$ cat src/verilog/sfs_pkg.sv
package sfs_pkg;
    // ****************************************
    // Instruction codes (values arbitrary)
    // ****************************************
    localparam logic [7:0] CMD_WRITE_ENABLE = 8'h31;
    localparam logic [7:0] CMD_WRITE_DISABLE = 8'h32;
    localparam logic [7:0] CMD_STATUS_READ = 8'h33;
    localparam logic [7:0] CMD_STATUS_WRITE = 8'h34;
    localparam logic [7:0] CMD_PAGE_PROGRAM = 8'h35;
    localparam logic [7:0] CMD_REGION_WIPE = 8'h36;
    localparam logic [7:0] CMD_CHIP_WIPE = 8'h37;

    // ****************************************
    // Framing, layout and reset values
    // ****************************************
    localparam logic [2:0] BIT_LAST = 3'h7;
    localparam logic [1:0] ADDR_LAST = 2'h2;
    localparam logic [8:0] PAGE_BYTES = 9'h100;
    localparam logic [7:0] ERASED_BYTE = 8'hff;
    localparam logic [4:0] PIN_SYNC_RST = 5'h1f;
    localparam int PROT_W = 3;
    localparam int ADDR_W = 24;
    localparam int BUF_W = 32;
    localparam int BUF_DEPTH = 2;
    localparam int ST_BUSY = 0;
    localparam int ST_WEL = 1;
    localparam int ST_PROT = 2;
    localparam logic [PROT_W-1:0] PROT_RST = 3'h0;

    typedef enum logic [1:0] {
        SFS_PH_OP,
        SFS_PH_ADDR,
        SFS_PH_DATA
    } sfs_phase_t;
endpackage : sfs_pkg

$ cat src/verilog/sfs_flash_spi.sv
// Contract
// Output bit changes after clock falling edge
// Input bits sampled on clock rising edge
// Chip select high floats output, deselects
// Standby only when no internal cycle
// No instruction before first chip select fall
// Hold pauses without losing bit position
// During hold: output floats, inputs ignored
// Host holds only while chip selected
// Write protect freezes protect size bits
// Clock idle low or high both work
// Write enable then program starts cycle
// At most 256 bytes, within one page
// Host should program bytes in one burst
// Wipe instructions start erase to all ones
// Wipe needs write enable just before
// Busy flag while internal cycle runs
// Write enable latch cleared after writes
// Hold changes only while clock low
// Bytes move most significant bit first
module sfs_flash_spi (
    input wire logic ref_clk,
    input wire logic rstn,
    input wire logic sclk,
    input wire logic cs_n,
    input wire logic mosi,
    input wire logic hold_n,
    input wire logic wp_n,
    output logic miso,
    output logic miso_oe_n,
    input wire logic [7:0] tx_data,
    output logic tx_take,
    output logic [sfs_pkg::BUF_W-1:0] prog_word,
    output logic prog_valid,
    input wire logic prog_ready,
    output logic prog_overrun,
    output logic prog_commit,
    output logic wipe_start,
    output logic wipe_all,
    output logic [sfs_pkg::ADDR_W-1:0] wipe_addr,
    output logic [7:0] wipe_fill,
    input wire logic cycle_done,
    output logic busy_flag,
    output logic write_enable_latch,
    output logic [sfs_pkg::PROT_W-1:0] protect_size_bits,
    output logic standby
);
    // ****************************************
    // Pin synchronisers
    // ****************************************
    logic [4:0] pin_s1_q, pin_s2_q;
    logic sck_s3_q, cs_s3_q;

    // Pins reset high, so a chip select held low at power-up reads as a fall
    always_ff @(posedge ref_clk) begin
        if (!rstn) begin
            pin_s1_q <= sfs_pkg::PIN_SYNC_RST;
            pin_s2_q <= sfs_pkg::PIN_SYNC_RST;
            sck_s3_q <= 1'b1;
            cs_s3_q <= 1'b1;
        end else begin
            pin_s1_q <= {wp_n, hold_n, mosi, cs_n, sclk};
            pin_s2_q <= pin_s1_q;
            sck_s3_q <= pin_s2_q[0];
            cs_s3_q <= pin_s2_q[1];
        end
    end

    // ****************************************
    // Edge decode
    // ****************************************
    logic sck, csn, din, hold_pin, wp_pin;
    logic armed_q, hold_q, sel, rise, fall, cs_fall, cs_rise;
    logic busy_q, wel_q;
    logic [2:0] bit_q;
    logic [7:0] sh_q, op_q, arg_q, byte_in, cmd_now;
    logic byte_done, push;
    // Data count stops here, so bytes past one page are dropped
    localparam logic [8:0] PAGE_END = sfs_pkg::PAGE_BYTES;
    sfs_pkg::sfs_phase_t phase_q;

    assign sck = pin_s2_q[0];
    assign csn = pin_s2_q[1];
    assign din = pin_s2_q[2];
    assign hold_pin = pin_s2_q[3];
    assign wp_pin = pin_s2_q[4];
    // Both clock polarities reduce to the same edges
    assign sel = !csn && armed_q;
    assign rise = sel && !hold_q && sck && !sck_s3_q;
    assign fall = sel && !hold_q && !sck && sck_s3_q;
    assign cs_fall = !csn && cs_s3_q;
    assign cs_rise = csn && !cs_s3_q;
    assign byte_in = {sh_q[6:0], din};
    assign byte_done = rise && bit_q == sfs_pkg::BIT_LAST;
    assign cmd_now = (phase_q == sfs_pkg::SFS_PH_OP) ? byte_in : op_q;

    // Arm on first chip select fall after reset
    always_ff @(posedge ref_clk) begin
        if (!rstn) begin
            armed_q <= 1'b0;
        end else if (cs_fall) begin
            armed_q <= 1'b1;
        end
    end

    // Hold enters only while the clock is low, and leaves then or at deselect
    always_ff @(posedge ref_clk) begin
        if (!rstn || csn) begin
            hold_q <= 1'b0;
        end else if (!sck) begin
            hold_q <= !hold_pin;
        end
    end

    // ****************************************
    // Receive framing
    // ****************************************
    logic [1:0] abyte_q;
    logic [sfs_pkg::ADDR_W-1:0] addr_q;
    logic [8:0] dcnt_q;
    logic needs_addr;

    assign needs_addr = cmd_now == sfs_pkg::CMD_PAGE_PROGRAM ||
        cmd_now == sfs_pkg::CMD_REGION_WIPE;

    // Bit count survives hold, so the pause loses no position
    always_ff @(posedge ref_clk) begin
        if (!rstn || cs_fall) begin
            bit_q <= '0;
            sh_q <= '0;
            phase_q <= sfs_pkg::SFS_PH_OP;
            abyte_q <= '0;
            dcnt_q <= '0;
        end else if (rise) begin
            sh_q <= byte_in;
            bit_q <= bit_q + 3'h1;
            if (byte_done) begin
                unique case (phase_q)
                    sfs_pkg::SFS_PH_OP: begin
                        phase_q <= needs_addr ? sfs_pkg::SFS_PH_ADDR
                                              : sfs_pkg::SFS_PH_DATA;
                    end
                    sfs_pkg::SFS_PH_ADDR: begin
                        abyte_q <= abyte_q + 2'h1;
                        if (abyte_q == sfs_pkg::ADDR_LAST) begin
                            phase_q <= sfs_pkg::SFS_PH_DATA;
                        end
                    end
                    sfs_pkg::SFS_PH_DATA: begin
                        if (dcnt_q != PAGE_END) begin
                            dcnt_q <= dcnt_q + 9'h1;
                        end
                    end
                endcase
            end
        end
    end

    // Opcode, address and argument capture; address wraps in page
    always_ff @(posedge ref_clk) begin
        if (!rstn) begin
            op_q <= '0;
            arg_q <= '0;
            addr_q <= '0;
        end else if (byte_done) begin
            unique case (phase_q)
                sfs_pkg::SFS_PH_OP: op_q <= byte_in;
                sfs_pkg::SFS_PH_ADDR: addr_q <= {addr_q[15:0], byte_in};
                sfs_pkg::SFS_PH_DATA: begin
                    arg_q <= byte_in;
                    if (push) begin
                        addr_q[7:0] <= addr_q[7:0] + 8'h1;
                    end
                end
            endcase
        end
    end

    // ****************************************
    // Two-entry program data buffer
    // ****************************************
    logic [sfs_pkg::BUF_W-1:0] buf_q [sfs_pkg::BUF_DEPTH];
    logic wr_q, rd_q;
    logic [1:0] cnt_q;
    logic pop, buf_full, ovr_q;

    assign buf_full = cnt_q == 2'(sfs_pkg::BUF_DEPTH);
    // Beyond one page or while busy, data bytes are dropped
    assign push = byte_done && phase_q == sfs_pkg::SFS_PH_DATA &&
        op_q == sfs_pkg::CMD_PAGE_PROGRAM && wel_q && !busy_q &&
        dcnt_q != PAGE_END && !buf_full;
    assign pop = prog_valid && prog_ready;
    assign prog_valid = cnt_q != 2'h0;
    assign prog_word = buf_q[rd_q];
    assign prog_overrun = ovr_q;

    // A full buffer cannot stall the host, so loss is flagged
    always_ff @(posedge ref_clk) begin
        if (!rstn) begin
            wr_q <= 1'b0;
            rd_q <= 1'b0;
            cnt_q <= '0;
            ovr_q <= 1'b0;
        end else begin
            if (push) begin
                buf_q[wr_q] <= {addr_q, byte_in};
                wr_q <= !wr_q;
            end
            if (pop) begin
                rd_q <= !rd_q;
            end
            cnt_q <= cnt_q + 2'(push) - 2'(pop);
            if (byte_done && buf_full && op_q ==
                    sfs_pkg::CMD_PAGE_PROGRAM) begin
                ovr_q <= 1'b1;
            end else if (cs_fall) begin
                ovr_q <= 1'b0;
            end
        end
    end

    // ****************************************
    // Execution at chip select rise
    // ****************************************
    logic exec, is_write_enable_cmd, is_wrdi, do_status_write_cmd, do_pp, do_se, do_be, start;
    logic [sfs_pkg::PROT_W-1:0] prot_q;

    // Whole bytes only; a hold at deselect resets instead
    assign exec = cs_rise && armed_q && !hold_q && bit_q == '0 &&
        phase_q == sfs_pkg::SFS_PH_DATA;
    assign is_write_enable_cmd = exec && op_q == sfs_pkg::CMD_WRITE_ENABLE;
    assign is_wrdi = exec && op_q == sfs_pkg::CMD_WRITE_DISABLE;
    assign do_status_write_cmd = exec && wel_q && !busy_q && dcnt_q != '0 &&
        op_q == sfs_pkg::CMD_STATUS_WRITE;
    assign do_pp = exec && wel_q && !busy_q && dcnt_q != '0 &&
        op_q == sfs_pkg::CMD_PAGE_PROGRAM;
    assign do_se = exec && wel_q && !busy_q &&
        op_q == sfs_pkg::CMD_REGION_WIPE;
    assign do_be = exec && wel_q && !busy_q && prot_q == '0 &&
        op_q == sfs_pkg::CMD_CHIP_WIPE;
    assign start = do_status_write_cmd || do_pp || do_se || do_be;

    // Latch, busy and protection; a new start wins over done
    always_ff @(posedge ref_clk) begin
        if (!rstn) begin
            wel_q <= 1'b0;
            busy_q <= 1'b0;
            prot_q <= sfs_pkg::PROT_RST;
        end else begin
            if (is_write_enable_cmd && !busy_q) begin
                wel_q <= 1'b1;
            end else if (is_wrdi || start) begin
                wel_q <= 1'b0;
            end
            busy_q <= start || (busy_q && !cycle_done);
            if (do_status_write_cmd && wp_pin) begin
                prot_q <= arg_q[sfs_pkg::ST_PROT +: sfs_pkg::PROT_W];
            end
        end
    end

    // Pulses to the array logic
    always_ff @(posedge ref_clk) begin
        if (!rstn) begin
            prog_commit <= 1'b0;
            wipe_start <= 1'b0;
            wipe_all <= 1'b0;
            wipe_addr <= '0;
        end else begin
            prog_commit <= do_pp;
            wipe_start <= do_se || do_be;
            if (do_se || do_be) begin
                wipe_all <= do_be;
                wipe_addr <= addr_q;
            end
        end
    end

    assign wipe_fill = sfs_pkg::ERASED_BYTE;
    assign busy_flag = busy_q;
    assign write_enable_latch = wel_q;
    assign protect_size_bits = prot_q;
    assign standby = csn && !busy_q;

    // ****************************************
    // Transmit path
    // ****************************************
    logic [7:0] tx_sh_q, status;

    always_comb begin
        status = '0;
        status[sfs_pkg::ST_BUSY] = busy_q;
        status[sfs_pkg::ST_WEL] = wel_q;
        status[sfs_pkg::ST_PROT +: sfs_pkg::PROT_W] = prot_q;
    end

    // Load at byte end, launch each bit on the falling edge
    always_ff @(posedge ref_clk) begin
        if (!rstn) begin
            tx_sh_q <= '0;
            tx_take <= 1'b0;
            miso <= 1'b0;
            miso_oe_n <= 1'b1;
        end else begin
            tx_take <= 1'b0;
            if (byte_done) begin
                if (cmd_now == sfs_pkg::CMD_STATUS_READ) begin
                    tx_sh_q <= status;
                end else begin
                    tx_sh_q <= tx_data;
                    tx_take <= 1'b1;
                end
            end else if (fall) begin
                miso <= tx_sh_q[7];
                tx_sh_q <= {tx_sh_q[6:0], 1'b0};
            end
            miso_oe_n <= !(sel && !hold_q);
        end
    end
endmodule : sfs_flash_spi

$ cat config.mk
export PLATFORM = sky130hd
export DESIGN_NAME = sfs_flash_spi
export DESIGN_NICKNAME = d
export VERILOG_FILES = /design/src/verilog/sfs_pkg.sv /design/src/verilog/sfs_flash_spi.sv
export SDC_FILE = /design/constraint.sdc
export NUM_CORES = 1
export LEC_CHECK = 0
export ABC_AREA = 1
export BUFFER_PORTS_ARGS = -buffer_cell sky130_fd_sc_hd__buf_2
export CORE_ASPECT_RATIO = 0.7
export CORE_MARGIN = 1.5
export CORE_UTILIZATION = 42
export DETAILED_ROUTE_END_ITERATION = 6
export GPL_TIMING_DRIVEN = 0
export PLACE_DENSITY_LB_ADDON = 0.08
export SYNTH_ARGS = -nofsm -noshare
export SYNTH_HDL_FRONTEND = slang
export SYNTH_SLANG_ARGS = --single-unit
$ cat constraint.sdc
create_clock -name ref_clk -period 8.65 [get_ports ref_clk]
set_input_delay 1.73 -clock ref_clk [delete_from_list [all_inputs] [get_ports ref_clk]]
set_output_delay 1.73 -clock ref_clk [all_outputs]
set_load 0.01 [all_outputs]
# [Yosys cells after proc, flatten, opt, wreduce, memory -nomap -nowiden]
# Memories as Yosys holds them, arrays and structs flattened. A register that Yosys moved wholly into a read port is not among the register bits.
# Cells that the tools add are included.
[word_totals] ff_bits=122 mem_bits_rw=64 inputBits=17 wordCells=150 mem_count=1
[op_classes] add_sub_neg=6 n_eq_ne=17 muxes=19 bitwise_logic=1 reduce_logical=76
[mem_list] memory="buf_q" depth=2 word_bits=32 read_ports=1 rd_clocked_by_memory_dff=1 write_ports=1 line_no="sfs_flash_spi.sv:182" text="logic [sfs_pkg::BUF_W-1:0] buf_q [sfs_pkg::BUF_DEPTH];"
[op_table] cell="== test 8 x 6 -> 1 bit, second input constant" count=9
[op_table] cell="2-to-1 mux 8 bit" count=5
[op_table] cell="logical AND 1 bit" count=36
[op_table] cell="one-hot mux 8 bit (2 select lines)" count=1
[op_table] cell="zero test 1 bit" count=13
[op_table] cell="nonzero test 2 bit" count=6
[op_table] cell="2-to-1 mux 1 bit" count=10
[op_table] cell="adder 9 x 1 -> 9 bit, second input constant" count=1
[op_table] cell="logical OR 1 bit" count=9
[op_table] cell="inequality test 9 bit, second input constant" count=1
[op_table] cell="nonzero test 9 bit" count=1
[op_table] cell="adder 8 x 1 -> 8 bit, second input constant" count=1
[op_table] cell="AND reduction 2 bit" count=4
[op_table] cell="AND reduction 4 bit" count=2
[op_table] cell="== test 2 bit, second input constant" count=3
[op_table] cell="zero test 3 bit" count=2
[op_table] cell="AND reduction 3 bit" count=2
[op_table] cell="2-to-1 mux 2 bit" count=2
[op_table] cell="inequality test 2 bit, second input constant" count=2
[op_table] cell="one-hot mux 2 bit (2 select lines)" count=1
[op_table] cell="adder 3 x 1 -> 3 bit, second input constant" count=1
[op_table] cell="== test 3 bit, second input constant" count=1
[op_table] cell="adder 2 x 1 -> 2 bit" count=1
[op_table] cell="adder 2 x 1 -> 2 bit, second input constant" count=1
[op_table] cell="4 further kinds" count=4

# [Longest topological paths before layout]
[depth] ltp_word=16 ltp_mapped=11 depth_no_buf=11

# [Least setup slack after synthesis]
# No wires, ideal clock.
[synth_timing] kind="input to register" from="input port rstn" to="memory buf_q[1][0] (netlist bit), enable pin" arrival_time_ns=4.231 slack_ns=3.958 path_stages=3 n_path_buf=1 cell_sequence="inv_1 > clkbuf_1 > nor3_1"
[synth_via] elab_chain_cells=2
[synth_rtl] element="start, declared" line_no="sfs_flash_spi.sv:23" text="input wire logic rstn,"
[synth_rtl] element="2-to-1 mux 1 bit" line_no="sfs_flash_spi.sv:199" text="if (!rstn) begin"
[synth_rtl] element="2-to-1 mux 1 bit (not written as such)" line_no="sfs_flash_spi.sv:206" text="buf_q[wr_q] <= {addr_q, byte_in};"
[synth_rtl] element="end, declared" line_no="sfs_flash_spi.sv:182"
# Every way passes these cells.

==> reports/qor.txt <==
Synthesized cell area: 7513 µm²
Yosys warnings: 0
Final wirelength: 17980 µm
Post-synth EDFFs: 64
Register area share after synthesis: 0.5782
Initial antenna violation count: 0
Clock buffer depth: 2
Area of the core: 17320 µm²
Combinational share of power: 0.056
Layout cells sized above 1: 0.2176
CP cell instances: clkbuf_1, buf_1, mux2_2, buf_2
Layout Utilization: 0.5145
Cts hold-fix bufs: 0
Sum of negative setup slack: 0 ns
Ports: 95
Startpoint Class: register
R2r setup slk: 5.78 ns
Cell variety after synth: 39
H-tree lvl count: 4
Largest net degree at the start of global routing: 27
First-pass GRT wire length: 28060 µm
1st-iter DRT viols: 415
Worst-case reg-to-reg path depth: 10
Synth top area share: 0.3224
Total GRT Usage: 0.1974
Syn avg cell area: 9.253 µm²
Via density: 4.894
Rows: 40
Reg-to-Reg Start: op_q[5]
Hold path depth: 1
Post-synth top flop: dfxtp_1
Pwr dens: 199.2 nW/µm²
Area Growth Syn to Fin: 18.58%
Area contributors post-synth: dfxtp_1 32%, edfxtp_1 26%, o21ai_0 6.5%
Post-DP HPWL: 12550 µm
Leakage: 0.003721 µW
Starting density of the core: 0.4339
Hold Crit Endpoint: hold_q
Buf/Inv on CP: 3
CP top delay family: buffers and inverters
Critical Path AT: 2.14 ns
Reg2Reg Capture Point: buf_q[1][1]
Switching share of power: 0.2282
Internal Pwr Total: 1370 µW
Critical path class: register to primary output
CTS tree: built
Number of antenna diodes: 0
Final Instance Area: 8910 µm²
Congestion Overflow GR: 0
Final setup fails: 0
Routed Antenna Nets: 0
Mapped Cells: 812
Crit path time final: 3.871 ns
Postcts setup bufs: 0
Final Hold Vio Count: 0
Post-synth ARST share: 0
Routability cong.: 0.8546
CP Data Required Time: 6.92 ns
Slew HR: 0.5460
Nets: 954
Hold path startpoint: pin_s2_q[3]
Worst setup EP type: primary output
Max VDD drop: 0.1229 mV
Skew-Pair Late Insertion Delay: 0.43 ns
Max Cap Viol: 0
Skew final: 0.008398 ns
Clk pin slew, worst setup/hold paths: 0.07 ns
Slew Limit Fails: 0
Root buffer cell: clkbuf_16
Leading area contributor after synthesis: dfxtp_1
Placed cell areas: 8333 µm²
Most common cell in the netlist: dfxtp_1
Slowest stage cell, crit path: buf_1
Synth cell count leaders: 121 x dfxtp_1, 104 x nand2_1, 103 x nor2_1
Seq pwr share: 0.508
Status: finished clean
Via Count: 5741
Gates resized, CTS repair: 0
DRC viols: 0
HP Class: register to register
#FFs+latches synth: 185
IO Port Bufs: 86
RSZ-0062 raised after global routing: false
Crit path largest cell delay: 0.52 ns
Cts bufs inserted: 17
Clock Power Share: 0.436
Vias in the first global route: 5169
Die X: 162.9 µm
# clock sinks: 185
Final Cycle Share: 0.4475
Slew @ Worst Pin: 0.6786 ns
CP max FO: 10
DIE AREA: 18710 µm²
Fmax: 0.2583 GHz
Chip height: 114.9 µm
NetSw: 404.9 µW
Drt wl/cell: 15.33 µm
Pre-Repair DR Iteration Count: 5
layout make-up:
class / count / area (µm²)
Buffer: 37 / 190.2
Sequential cell: 185 / 4344
Inverter: 90 / 337.8
Timing Repair Buffer: 91 / 491.7
Fill cell: 1678 / 8407
Tap cell: 231 / 289.0
Multi-Input combinational cell: 507 / 2680
Clock buffer: 18 / 429.2
Clock inverter: 14 / 147.6
kinds of logic after synthesis:
| group | Yosys count | synth area share |
|---|---|---|
| multiplexers | 32 | 0.04796 |
| flip-flops | 185 | 0.5782 |
| XOR/XNOR | 4 | 0.004664 |
| other | 1 | 0.0004991 |
| AND/OR/NAND/NOR | 285 | 0.1690 |
| buffers and inverters | 127 | 0.07028 |
| AO/OA/AOI/OAI | 170 | 0.1161 |
| adder cells (fa/ha/maj) | 8 | 0.01332 |
metal layers:
layer  share of wire  wire, µm  vias up  track usage
met5               0         0        -            0
met4          0.0090       161        0      0.05382
met2            0.39      7092      145       0.2726
li1                -         -     2918            -
met3           0.044       785       16      0.03391
met1            0.55      9939     2662       0.3123
power groups by stage:
| stage | Sequential (µW) | Combinational (µW) | Clock, µW |
|---|---|---|---|
| after floorplan | 920 | 66.8 | 0 |
| after global placement | 921 | 100 | 0 |
| after detailed placement | 921 | 100 | 0 |
| after CTS | 901 | 101 | 785 |
| after global routing | 902 | 110 | 820 |
| final | 901 | 99.3 | 774 |
flip-flops by register name (all words and copies together), names as in the netlist, 3 cells and up, named ones only:
| signal | count |
|---|---|
| pin_s2_q | 5 |
| sh_q | 7 |
| buf_q | 64 |
| addr_q | 24 |
| tx_sh_q | 8 |
| op_q | 8 |
| arg_q | 3 |
| protect_size_bits | 3 |
| dcnt_q | 9 |
| bit_q | 3 |
| pin_s1_q | 5 |
| wipe_addr | 24 |
stage by stage:
step	hold slack, ns	setup slack (ns)	cells	power [µW]
2_1_floorplan	0.3918	3.958	819	987.1
3_3_place_gp	0.3968	2.138	1136	1021
3_5_place_dp	0.3998	5.085	1141	1021
4_1_cts	0.4135	4.730	1173	1787
5_1_grt	0.4320	4.669	1173	1832
6_report	0.4095	4.779	1173	1775
layout by cell type (no fill, tap or decap), types with 4 or more instances in the layout:
cell / synthesis / routed
conb_1: 1 / 8
nor3_1: 12 / 11
nor2_4: 4 / 5
nand2_1: 104 / 104
buf_6: 1 / 4
o21ai_0: 97 / 97
inv_2: 8 / 8
nand4_1: 4 / 4
ha_1: 8 / 8
edfxtp_1: 64 / 64
nor2_1: 103 / 102
buf_4: 11 / 12
clkbuf_1: 20 / 21
mux2_2: 32 / 32
dfxtp_1: 121 / 121
or2_2: 12 / 12
buf_2: 2 / 88
a21oi_1: 62 / 62
nand3_1: 31 / 31
clkbuf_16: 0 / 17
inv_1: 82 / 82
worst max-delay path by stage:
| stage | start | endpoint | depth (start not counted) |
|---|---|---|---|
| 6_report | register | prog_word[30] | 4 |
| 5_1_grt | register | prog_word[30] | 4 |
| 4_1_cts | register | prog_word[16] | 4 |
| 3_5_place_dp | rstn | buf_q[1][4] | 8 |
| 3_3_place_gp | rstn | buf_q[1][4] | 4 |
| 2_1_floorplan | rstn | buf_q[1][0] | 3 |
(Power assumes the default switching activity.)
